$ cat config.mk
export PLATFORM = sky130hd
export DESIGN_NAME = ocf_fault_response
export DESIGN_NICKNAME = d
export VERILOG_FILES = /design/src/hw/ocf_pkg.sv /design/src/hw/ocf_timer_if.sv /design/src/hw/ocf_fault_response.sv /design/src/hw/ocf_delay_timer.sv
export SDC_FILE = /design/constraint.sdc
export NUM_CORES = 1
export LEC_CHECK = 0
export ABC_CLOCK_PERIOD_IN_PS = 7500
export BUFFER_PORTS_ARGS = -buffer_cell sky130_fd_sc_hd__buf_4
export CORE_MARGIN = 2
export CORE_UTILIZATION = 51
export CTS_BUF_LIST = sky130_fd_sc_hd__clkbuf_8 sky130_fd_sc_hd__clkbuf_16
export CTS_CLUSTER_DIAMETER = 100
export DETAILED_ROUTE_END_ITERATION = 12
export GPL_ROUTABILITY_DRIVEN = 1
export PLACE_DENSITY = 0.71
export SETUP_SLACK_MARGIN = 0.5
export SYNTH_ARGS = -nofsm -noshare
export SYNTH_HDL_FRONTEND = slang
export SYNTH_SLANG_ARGS = --single-unit
$ cat constraint.sdc
create_clock -name i_clk -period 7.5 [get_ports i_clk]
set_clock_uncertainty 0.15 [all_clocks]
set_input_delay 0.375 -clock i_clk [delete_from_list [all_inputs] [get_ports i_clk]]
set_output_delay 0.375 -clock i_clk [all_outputs]
set_load 0.01 [all_outputs]
$ cat src/hw/ocf_pkg.sv
// Constants and types for the overcurrent fault response block
package ocf_pkg;

  // Command codes of the two configuration registers
  localparam logic [7:0] OCF_CMD_FAULT_ACTION = 8'h47;
  localparam logic [7:0] OCF_CMD_TIME_UNIT = 8'hD2;

  // Reset values
  localparam logic [7:0] OCF_FAULT_ACTION_RST = 8'h00;
  localparam logic [7:0] OCF_TIME_UNIT_RST = 8'h00;

  // Field positions of the fault action register
  localparam int OCF_MODE_HI = 7;
  localparam int OCF_MODE_LO = 6;
  localparam int OCF_RETRY_HI = 5;
  localparam int OCF_RETRY_LO = 3;
  localparam int OCF_TIME_HI = 2;
  localparam int OCF_TIME_LO = 0;

  // Response codes
  localparam logic [1:0] OCF_MODE_IGNORE = 2'h0;
  localparam logic [1:0] OCF_MODE_LV_SHUT = 2'h1;
  localparam logic [1:0] OCF_MODE_DELAY = 2'h2;
  localparam logic [1:0] OCF_MODE_DISABLE = 2'h3;

  // Retry counts
  localparam logic [2:0] OCF_RETRY_NONE = 3'h0;
  localparam logic [2:0] OCF_RETRY_FOREVER = 3'h7;
  localparam logic [2:0] OCF_RETRY_STEP = 3'h1;

  // Base time unit and clock
  localparam int OCF_CLK_PERIOD_NS = 4;
  localparam int OCF_BASE_UNIT_NS = 1000;
  localparam int OCF_BASE_UNIT_CYC = (OCF_BASE_UNIT_NS + OCF_CLK_PERIOD_NS - 1) / OCF_CLK_PERIOD_NS;
  localparam logic [8:0] OCF_BASE_LAST = 9'(OCF_BASE_UNIT_CYC - 1);
  localparam logic [7:0] OCF_ONE8 = 8'h01;

  // Fault sequencing states, Gray coded along the usual path
  typedef enum logic [2:0] {
    OCF_RUN = 3'b000,
    OCF_LIMIT = 3'b001,
    OCF_RETRY_WAIT = 3'b011,
    OCF_LATCHED = 3'b010,
    OCF_HOLD_OFF = 3'b110
  } ocf_state_e;

endpackage

$ cat src/hw/ocf_timer_if.sv
// Carrier between the fault sequencer and its delay timer
`timescale 1ns/1ps
interface ocf_timer_if;
  logic start;
  logic [2:0] exponent;
  logic [7:0] unit_sel;
  logic done;
  logic busy;

  modport ctrl (output start, output exponent, output unit_sel, input done, input busy);
  modport tmr (input start, input exponent, input unit_sel, output done, output busy);
endinterface

$ cat src/hw/ocf_fault_response.sv
// Overcurrent fault response sequencer with its configuration registers
`timescale 1ns/1ps

// Summary of operation
// - Code 00: limit current forever, ignore output voltage.
// - Code 01: limit while voltage above low limit, else shut down and retry.
// - Code 10: limit for delay time; still limiting at expiry, shut down and retry.
// - Code 11: output off while overcurrent persists, back on when gone.
// - Bits 5:3 give restart attempts; 000 none, 111 endless.
// - Zero retries: stay off until the fault is cleared.
// - Bits 2:0 give time of two to the field value units.
// - Any response sets the overcurrent fault flag and alerts the host if enabled.
// - Time unit comes from the register at command 0xD2.
module ocf_fault_response #(
  parameter bit NOTIFY_SUPPORTED = 1'b1
) (
  input wire logic i_clk,
  input wire logic i_rst,
  input wire logic i_cfg_wr,
  input wire logic [7:0] i_cfg_cmd,
  input wire logic [7:0] i_cfg_wdata,
  output logic [7:0] o_cfg_rdata,
  input wire logic i_oc_detect,
  input wire logic i_lv_detect,
  input wire logic i_fault_clear,
  output logic o_output_en,
  output logic o_current_limit,
  output logic o_oc_fault,
  output logic o_host_alert,
  output logic [2:0] o_retries_left,
  output ocf_pkg::ocf_state_e o_state
);
  import ocf_pkg::*;

  ////////////////////////////////////////////////////////////////
  // Declarations
  logic [7:0] fault_action_reg;
  logic [7:0] time_unit_reg;
  logic [7:0] rdata_reg;
  logic [1:0] oc_sync_reg;
  logic [1:0] lv_sync_reg;
  logic oc_now;
  logic lv_now;
  logic [1:0] mode;
  logic [2:0] retry_cfg;
  ocf_state_e state_reg;
  ocf_state_e state_next;
  logic [2:0] retry_cnt_reg;
  logic fault_reg;
  logic shut_down;
  logic restart;
  logic timer_start;
  logic fault_event;

  ocf_timer_if tif ();

  ////////////////////////////////////////////////////////////////
  // Pin synchronisers
  always_ff @(posedge i_clk) begin
    if (i_rst) begin
      oc_sync_reg <= '0;
      lv_sync_reg <= '0;
    end else begin
      oc_sync_reg <= {oc_sync_reg[0], i_oc_detect};
      lv_sync_reg <= {lv_sync_reg[0], i_lv_detect};
    end
  end

  assign oc_now = oc_sync_reg[1];
  assign lv_now = lv_sync_reg[1];

  ////////////////////////////////////////////////////////////////
  // Configuration registers
  always_ff @(posedge i_clk) begin
    if (i_rst) begin
      fault_action_reg <= OCF_FAULT_ACTION_RST;
      time_unit_reg <= OCF_TIME_UNIT_RST;
    end else if (i_cfg_wr) begin
      if (i_cfg_cmd == OCF_CMD_FAULT_ACTION) begin
        fault_action_reg <= i_cfg_wdata;
      end
      if (i_cfg_cmd == OCF_CMD_TIME_UNIT) begin
        time_unit_reg <= i_cfg_wdata;
      end
    end
  end

  // Registered readback, unknown commands read zero
  always_ff @(posedge i_clk) begin
    if (i_rst) begin
      rdata_reg <= '0;
    end else begin
      case (i_cfg_cmd)
        OCF_CMD_FAULT_ACTION: begin
          rdata_reg <= fault_action_reg;
        end
        OCF_CMD_TIME_UNIT: begin
          rdata_reg <= time_unit_reg;
        end
        default: begin
          rdata_reg <= '0;
        end
      endcase
    end
  end

  assign mode = fault_action_reg[OCF_MODE_HI:OCF_MODE_LO];
  assign retry_cfg = fault_action_reg[OCF_RETRY_HI:OCF_RETRY_LO];

  ////////////////////////////////////////////////////////////////
  // Sequencer next state
  always_comb begin
    state_next = state_reg;
    shut_down = 1'b0;
    restart = 1'b0;
    timer_start = 1'b0;
    case (state_reg)
      OCF_RUN: begin
        if (oc_now) begin
          if (mode == OCF_MODE_DISABLE) begin
            state_next = OCF_HOLD_OFF;
          end else begin
            state_next = OCF_LIMIT;
            timer_start = (mode == OCF_MODE_DELAY);
          end
        end
      end
      OCF_LIMIT: begin
        if (!oc_now) begin
          state_next = OCF_RUN;
        end else if (mode == OCF_MODE_DISABLE) begin
          state_next = OCF_HOLD_OFF;
        end else if (mode == OCF_MODE_LV_SHUT && lv_now) begin
          shut_down = 1'b1;
        end else if (mode == OCF_MODE_DELAY && (tif.done || !tif.busy)) begin
          shut_down = 1'b1;
        end
      end
      OCF_RETRY_WAIT: begin
        if (tif.done) begin
          restart = 1'b1;
          state_next = OCF_RUN;
        end
      end
      OCF_LATCHED: begin
        if (i_fault_clear) begin
          state_next = OCF_RUN;
        end
      end
      OCF_HOLD_OFF: begin
        if (!oc_now) begin
          state_next = OCF_RUN;
        end
      end
      default: begin
        state_next = OCF_RUN;
      end
    endcase
    if (shut_down) begin
      if (retry_cnt_reg == OCF_RETRY_NONE) begin
        state_next = OCF_LATCHED;
      end else begin
        state_next = OCF_RETRY_WAIT;
        timer_start = 1'b1;
      end
    end
  end

  always_ff @(posedge i_clk) begin
    if (i_rst) begin
      state_reg <= OCF_RUN;
    end else begin
      state_reg <= state_next;
    end
  end

  ////////////////////////////////////////////////////////////////
  // Retry counter
  always_ff @(posedge i_clk) begin
    if (i_rst) begin
      retry_cnt_reg <= OCF_RETRY_NONE;
    end else if (i_fault_clear || (i_cfg_wr && i_cfg_cmd == OCF_CMD_FAULT_ACTION)) begin
      retry_cnt_reg <= (i_cfg_wr && i_cfg_cmd == OCF_CMD_FAULT_ACTION)
        ? i_cfg_wdata[OCF_RETRY_HI:OCF_RETRY_LO] : retry_cfg;
    end else if (restart && retry_cnt_reg != OCF_RETRY_FOREVER) begin
      retry_cnt_reg <= retry_cnt_reg - OCF_RETRY_STEP;
    end
  end

  ////////////////////////////////////////////////////////////////
  // Fault flag, set wins over clear
  assign fault_event = (state_reg == OCF_RUN) && oc_now;

  always_ff @(posedge i_clk) begin
    if (i_rst) begin
      fault_reg <= 1'b0;
    end else if (fault_event) begin
      fault_reg <= 1'b1;
    end else if (i_fault_clear) begin
      fault_reg <= 1'b0;
    end
  end

  ////////////////////////////////////////////////////////////////
  // Timer hookup
  assign tif.start = timer_start;
  assign tif.exponent = fault_action_reg[OCF_TIME_HI:OCF_TIME_LO];
  assign tif.unit_sel = time_unit_reg;

  ocf_delay_timer u_timer (
    .i_clk(i_clk),
    .i_rst(i_rst),
    .tif(tif)
  );

  ////////////////////////////////////////////////////////////////
  // Outputs
  assign o_cfg_rdata = rdata_reg;
  assign o_state = state_reg;
  assign o_retries_left = retry_cnt_reg;
  assign o_output_en = (state_reg == OCF_RUN) || (state_reg == OCF_LIMIT);
  assign o_current_limit = (state_reg == OCF_LIMIT);
  assign o_oc_fault = fault_reg;
  assign o_host_alert = fault_reg && NOTIFY_SUPPORTED;

endmodule

$ cat src/hw/ocf_delay_timer.sv
// Retry and delay timer: 2^exponent time units
`timescale 1ns/1ps
module ocf_delay_timer (
  input wire logic i_clk,
  input wire logic i_rst,
  ocf_timer_if.tmr tif
);
  import ocf_pkg::*;

  logic [8:0] base_cnt_reg;
  logic [7:0] unit_cnt_reg;
  logic [7:0] span_cnt_reg;
  logic busy_reg;
  logic done_reg;
  logic [7:0] span_last;
  logic base_tick;
  logic unit_tick;

  ////////////////////////////////////////////////////////////////
  // Span of two to the exponent
  assign span_last = (OCF_ONE8 << tif.exponent) - OCF_ONE8;
  assign base_tick = busy_reg && (base_cnt_reg == OCF_BASE_LAST);
  // Unit length from time unit register
  assign unit_tick = base_tick && (unit_cnt_reg == tif.unit_sel);

  ////////////////////////////////////////////////////////////////
  // Base prescaler, one microsecond
  always_ff @(posedge i_clk) begin
    if (i_rst || tif.start || base_tick) begin
      base_cnt_reg <= '0;
    end else if (busy_reg) begin
      base_cnt_reg <= base_cnt_reg + 9'h001;
    end
  end

  // Time units of (unit_sel + 1) microseconds
  always_ff @(posedge i_clk) begin
    if (i_rst || tif.start || unit_tick) begin
      unit_cnt_reg <= '0;
    end else if (base_tick) begin
      unit_cnt_reg <= unit_cnt_reg + 8'h01;
    end
  end

  // Units elapsed and completion
  always_ff @(posedge i_clk) begin
    if (i_rst) begin
      span_cnt_reg <= '0;
      busy_reg <= 1'b0;
      done_reg <= 1'b0;
    end else begin
      done_reg <= 1'b0;
      if (tif.start) begin
        span_cnt_reg <= '0;
        busy_reg <= 1'b1;
      end else if (unit_tick) begin
        if (span_cnt_reg == span_last) begin
          busy_reg <= 1'b0;
          done_reg <= 1'b1;
        end else begin
          span_cnt_reg <= span_cnt_reg + 8'h01;
        end
      end
    end
  end

  assign tif.done = done_reg;
  assign tif.busy = busy_reg;
endmodule

==> metrics, run 1 <==
Layout area overhead 12.88%; GRT Residual Overflow 0; Hold Path Depth 2; CP Capture Type flop; flop2flop setup slack 4.78 ns; hold_sp i_oc_detect; Post-CTS Hold Buffers 0; max FFs per register 9; clk_lat worst skew 0.34 ns; core area 6241 µm²; status finished, final reports clean; post-route ant nets 0; Vias 2631; RSZ-0062 raised after global routing false; crit path max fanout 12; Req. time, crit path 7.61 ns; CTS tree yes; routed wire length per instance 14.15 µm; share of total power in combinational logic 5.6%; cell row count 29; CP arrival 2.84 ns; area share of the largest cell type after synthesis 38.38%; Avg Synthesized Cell Area 9.009 µm²; first-pass GRT wire length 11390 µm; die extent in y 83.64 µm; CTS Sinks 62; DRC violations left 0; Seq/Total Area, Yosys 38.38%; proportion of layout cells with a drive suffix above 1 17.01%; ranking of synthesized cells by area dfxtp_1 38%, mux2i_1 5.9%, xor2_1 4.6%; clock buffer depth 2; R2R Path End u_timer.span_cnt_reg[6]; via count of the first global-routing pass 2456; Cell Pwr Density 178.8 nW/µm²; post-synth cell types 58; antenna cell count 0; setup_tns 0 ns; Total GRT Usage 19.82%; Slew HR 48.38%; Reg clk slew, reported paths 0.06 ns; FFs w/ async S/R, synth 0%; Gate Count Post-Synth 359; DIE WIDTH 83.64 µm; most common cell after layout, fill and taps aside dfxtp_1; # setup viols final 0; number of H-tree levels 3; initial DRC count 147; IO Port Bufs 39; synth warn 0; Post-CTS Resized 0; Synth Register Bits 62; initial antenna violation count 0; leakage 0.001456 µW; commonest cells after routing, fill and taps aside 62 x dfxtp_1, 40 x buf_4, 39 x nor2_1; io pins 40; Worst Hold Path EP oc_sync_reg[0]; Reg-to-Reg Start fault_action_reg[1]; final hold vios 0; crit share post-route 36.33%; Max Cap Violations 0; fmax 367.0 MHz; post-layout min period 2.724 ns; clock network power share 43.0%; nets@finish 420; Initial Util 51.82%; mapped cell area 3234 µm²; Main synth FF type dfxtp_1; Worst-Margin Slew 0.7720 ns; Root Driver clkbuf_8; sequential share of power 51.4%; area leader, netlist dfxtp_1; kind of start point of the critical path flop; maximum vdd drop 0.0001059 V; Pint 508.9 µW; crit path kind reg -> reg; Min Hold Slack 0.1004 ns; final wirelength 6665 µm; fillers 567; RD Place Congestion 0.8185; Die Area 6995 µm²; Post-CTS Setup Bufs 0; drt pass-1 iters 4; detailed-placement wirelength estimate 4646 µm; Hold WC Path Type in -> reg; Via density 5.586; Final Max Slew Viols 0; number of flops mapped to enable cells by yosys 0; largest net degree at the start of global routing 38; Net Count, Synth 389; switching power 144.0 µW; Num CTS Buffers 9; FF-to-FF path depth 7; sw frac 22.06%
[cells in the mapped netlist, drive strengths merged, types with 2 or more instances]
cell type,count
or4,2
clkbuf,8
nand4,19
nand3b,3
nor4,4
nor3,11
o211ai,2
and4,2
nand4b,8
inv,8
nand3,8
nand2,37
nor2,39
ha,8
mux2i,19
xor2,18
nand2b,6
a22oi,8
or2,4
o31ai,2
and3,5
dfxtp,62
nor2b,7
a21oi,15
xnor2,12
dlymetal6s2s,2
a311oi,7
buf,10
and2,3
[how the worst max path moves through the flow]
stage	start	endpoint	slack, ns	depth (start not counted)
3_3_place_gp	fault_action_reg[1]	u_timer.span_cnt_reg[7]	4.87	7
2_1_floorplan	fault_action_reg[1]	u_timer.span_cnt_reg[2]	4.94	8
6_report	fault_action_reg[1]	u_timer.span_cnt_reg[6]	4.78	7
3_5_place_dp	fault_action_reg[1]	u_timer.span_cnt_reg[4]	4.77	7
4_1_cts	fault_action_reg[1]	u_timer.span_cnt_reg[4]	4.78	7
5_1_grt	fault_action_reg[0]	u_timer.span_cnt_reg[4]	4.55	7
[layer usage]
layer  track usage, %  vias up  wire [µm]
met5                0        -          0
met4            6.158        0         82
met3            4.748        6        205
met2            30.47       55       3033
met1            27.57     1217       3343
li1                 -     1353          -
[metrics by stage]
stage	utilization [%]	total power [µW]	cell area (µm²)	setup slack, ns	std cells
floorplan	-	363.4	3234	4.936	359
global placement	55.47	378.8	3462	4.872	456
detailed placement	55.47	379.6	3462	4.775	456
CTS	58.50	660.5	3651	4.778	471
global route	58.50	678.7	3651	4.547	471
finish	58.50	652.9	3651	4.776	471
[cell type report]
cell class	count	area, µm²	area share (%)
clock buffer	10	137.6	3.770
timing repair buffer	40	300.3	8.225
sequential	62	1241	34.00
inverter	8	30.03	0.8225
tap	77	96.34	2.639
multi-input combinational	269	1794	49.14
clock inverter	5	51.30	1.405
[cells by family (layout without fill, tap and decap cells)]
kind of cell / after synthesis / after routing / share of synthesized area (%)
compound gates: 47 / 47 / 10.64
xor+xnor: 30 / 30 / 8.588
fa+ha+maj: 8 / 8 / 3.095
buf+inv: 28 / 63 / 6.151
flops: 62 / 62 / 38.38
mux: 20 / 20 / 6.228
simple gates: 164 / 164 / 26.92
[worst max-delay path, stage by stage (launching register included)]
cell and delay (ns):
dfxtp_1 0.42, or3_1 0.39, ha_1 0.28, or4b_1 0.51, o311ai_2 0.12, xnor2_2 0.21
a311oi_1 0.36, mux2i_1 0.22
[power by group through the flow]
stage	Combinational [µW]	Clock, µW	Sequential [µW]
2_1_floorplan	21.7	0	342
3_3_place_gp	36.0	0	343
3_5_place_dp	36.6	0	343
4_1_cts	36.7	288	336
5_1_grt	40.5	302	336
6_report	36.6	281	336
Power figures use the tool's default switching activity.
==> run 2, diff against run 1 <==
--- a/config.mk
+++ b/config.mk
@@ -5,7 +5,7 @@
 export SDC_FILE = /design/constraint.sdc
 export NUM_CORES = 1
 export LEC_CHECK = 0
-export ABC_CLOCK_PERIOD_IN_PS = 7500
+export ABC_CLOCK_PERIOD_IN_PS = 2350
 export BUFFER_PORTS_ARGS = -buffer_cell sky130_fd_sc_hd__buf_4
 export CORE_MARGIN = 2
 export CORE_UTILIZATION = 51
@@ -13,7 +13,7 @@
 export CTS_CLUSTER_DIAMETER = 100
 export DETAILED_ROUTE_END_ITERATION = 12
 export GPL_ROUTABILITY_DRIVEN = 1
-export PLACE_DENSITY = 0.71
+export PLACE_DENSITY = 0.74
 export SETUP_SLACK_MARGIN = 0.5
 export SYNTH_ARGS = -nofsm -noshare
 export SYNTH_HDL_FRONTEND = slang
==> constraint.sdc (replaced) <==
create_clock -name i_clk -period 2.35 [get_ports i_clk]
set_clock_uncertainty 0.15 [all_clocks]
set_input_delay 0.1175 -clock i_clk [delete_from_list [all_inputs] [get_ports i_clk]]
set_output_delay 0.1175 -clock i_clk [all_outputs]
set_load 0.01 [all_outputs]
==> run 2 against run 1 <==
The flow now finishes with violations (negative setup slack). Combinational power increased to 4.1 times the previous value. Largest cell class unchanged. Clock power grew to 3.8 times the previous value. Power rose to 3.5 times the previous value. Worst hold slack lost 0.075 ns. Global-route usage increased by 2.8 points. Non-clock buffer count grew 37. Sequential power increased to 3.2 times the previous value.
==> metrics, run 2 (synthesized netlist as in run 1, its figures left out) <==
fin worst setup slack -0.05509 ns; FF-to-FF path depth 7; crit path kind reg -> reg; first-pass GRT wire length 12770 µm; initial antenna violation count 0; final hold vios 0; Via density 5.650; Hold Path Depth 2; CP Capture Type flop; Reg-to-Reg Start fault_action_reg[2]; Slew HR 59.48%; die extent in y 83.64 µm; final wirelength 7879 µm; Die Area 6995 µm²; status finished, violations left; RSZ-0062 raised after global routing true; commonest cells after routing, fill and taps aside 63 x buf_4, 49 x dfxtp_1, 37 x nand2_1; # setup viols final 8; Layout area overhead 33.11%; GRT Residual Overflow 0; Req. time, crit path 2.47 ns; maximum vdd drop 0.0004656 V; antenna cell count 0; drt pass-1 iters 5; crit share post-route 102.3%; Root Driver clkbuf_8; setup_tns -0.2299 ns; Max Cap Violations 0; Core Util, Final 68.99%; number of H-tree levels 3; kind of start point of the critical path flop; launch point of the worst path fault_action_reg[2]; Setup WS pre-CTS -0.1042 ns; most common cell after layout, fill and taps aside buf_4; R2R Path End u_timer.span_cnt_reg[7]; crit path cell chain or3_4 > ha_4 > or4b_4 > o311ai_4 > xnor2_2 > a311oi_2 > mux2i_1; clock buffer depth 2; end of the critical path u_timer.span_cnt_reg[7]; clk_lat worst skew 0.34 ns; proportion of layout cells with a drive suffix above 1 32.18%; DIE WIDTH 83.64 µm; Initial Util 51.82%; flop2flop setup slack -0.06 ns; Num CTS Buffers 9; crit path max fanout 6; initial DRC count 139; post-route ant nets 0; nets@finish 458; CTS Sinks 62; Worst-Margin Slew 0.6056 ns; routed wire length per instance 15.48 µm; IO Port Bufs 39; core area 6241 µm²; Worst path max stage delay 0.50 ns; RD Place Congestion 0.8427; leakage 0.001696 µW; Final Max Slew Viols 0; Cell Pwr Density 530.4 nW/µm²; CP max-delay cell or4b_4; fmax 415.8 MHz; Total GRT Usage 22.67%; Reg clk slew, reported paths 0.07 ns; io pins 40; Hold WC Path Type in -> reg; max FFs per register 9; via count of the first global-routing pass 2725; CP arrival 2.53 ns; CTS tree yes; DRC violations left 0; failing checks negative setup slack; detailed-placement wirelength estimate 4993 µm; cell row count 29; fillers 463; post-layout min period 2.405 ns; Vias 2876; largest net degree at the start of global routing 38
## run 2: worst min-delay path by stage
| stage | from | to |
|---|---|---|
| after detailed placement | i_oc_detect | oc_sync_reg[0] |
| after global routing | i_rst | tif.unit_sel[1] |
| after CTS | i_rst | o_state[1] |
| after global placement | i_oc_detect | oc_sync_reg[0] |
| after floorplan | i_lv_detect | lv_sync_reg[0] |
| final | i_rst | o_state[1] |
## run 2: area by class of cell
class | count | area [µm²] | area share, %
timing repair buffer | 77 | 616.8 | 14.33
tap | 77 | 96.34 | 2.238
inverter | 8 | 30.03 | 0.6975
sequential | 62 | 1270 | 29.50
multi-input combinational | 270 | 2069 | 48.07
clock inverter | 4 | 71.32 | 1.656
clock buffer | 11 | 151.4 | 3.516
## run 2: per-layer routing
layer / wire (µm) / vias up / global-route usage, %
met5: 0 / - / 0
met4: 119 / 0 / 10.56
met3: 320 / 13 / 4.055
met2: 3990 / 61 / 36.87
met1: 3448 / 1381 / 29.21
li1: - / 1421 / -
## run 2: through the flow
| stage | cell area [µm²] | cells | total power [µW] | hold slack, ns |
|---|---|---|---|---|
| global route | 4305 | 509 | 2352 | 0.03230 |
| floorplan | 3303 | 359 | 1161 | 0.09568 |
| detailed placement | 3640 | 471 | 1215 | 0.1946 |
| finish | 4305 | 509 | 2284 | 0.02487 |
| CTS | 4085 | 501 | 2282 | 0.01704 |
| global placement | 3640 | 471 | 1213 | 0.1842 |
## run 2: where the power goes
group / switching (µW) / internal (µW)
logic: 68.2 / 80.5
clock network: 422 / 646
registers: 11.6 / 1060
## run 2: worst max-delay path: cells and delay by family, from the launching register on
| family | cells | cell delay (ns) |
|---|---|---|
| fa+ha+maj | 1 | 0.20 |
| xor+xnor | 1 | 0.19 |
| flops | 1 | 0.32 |
| compound gates | 2 | 0.39 |
| mux | 1 | 0.21 |
| simple gates | 2 | 0.89 |
## run 2: repair_timing
item,CTS,global route
gates cloned,1,0
hold endpoints to repair,22,0
gates resized for setup,14,41
pin swaps,5,22
hold buffers,11,0
setup endpoints to repair,31,30
setup buffers,3,8
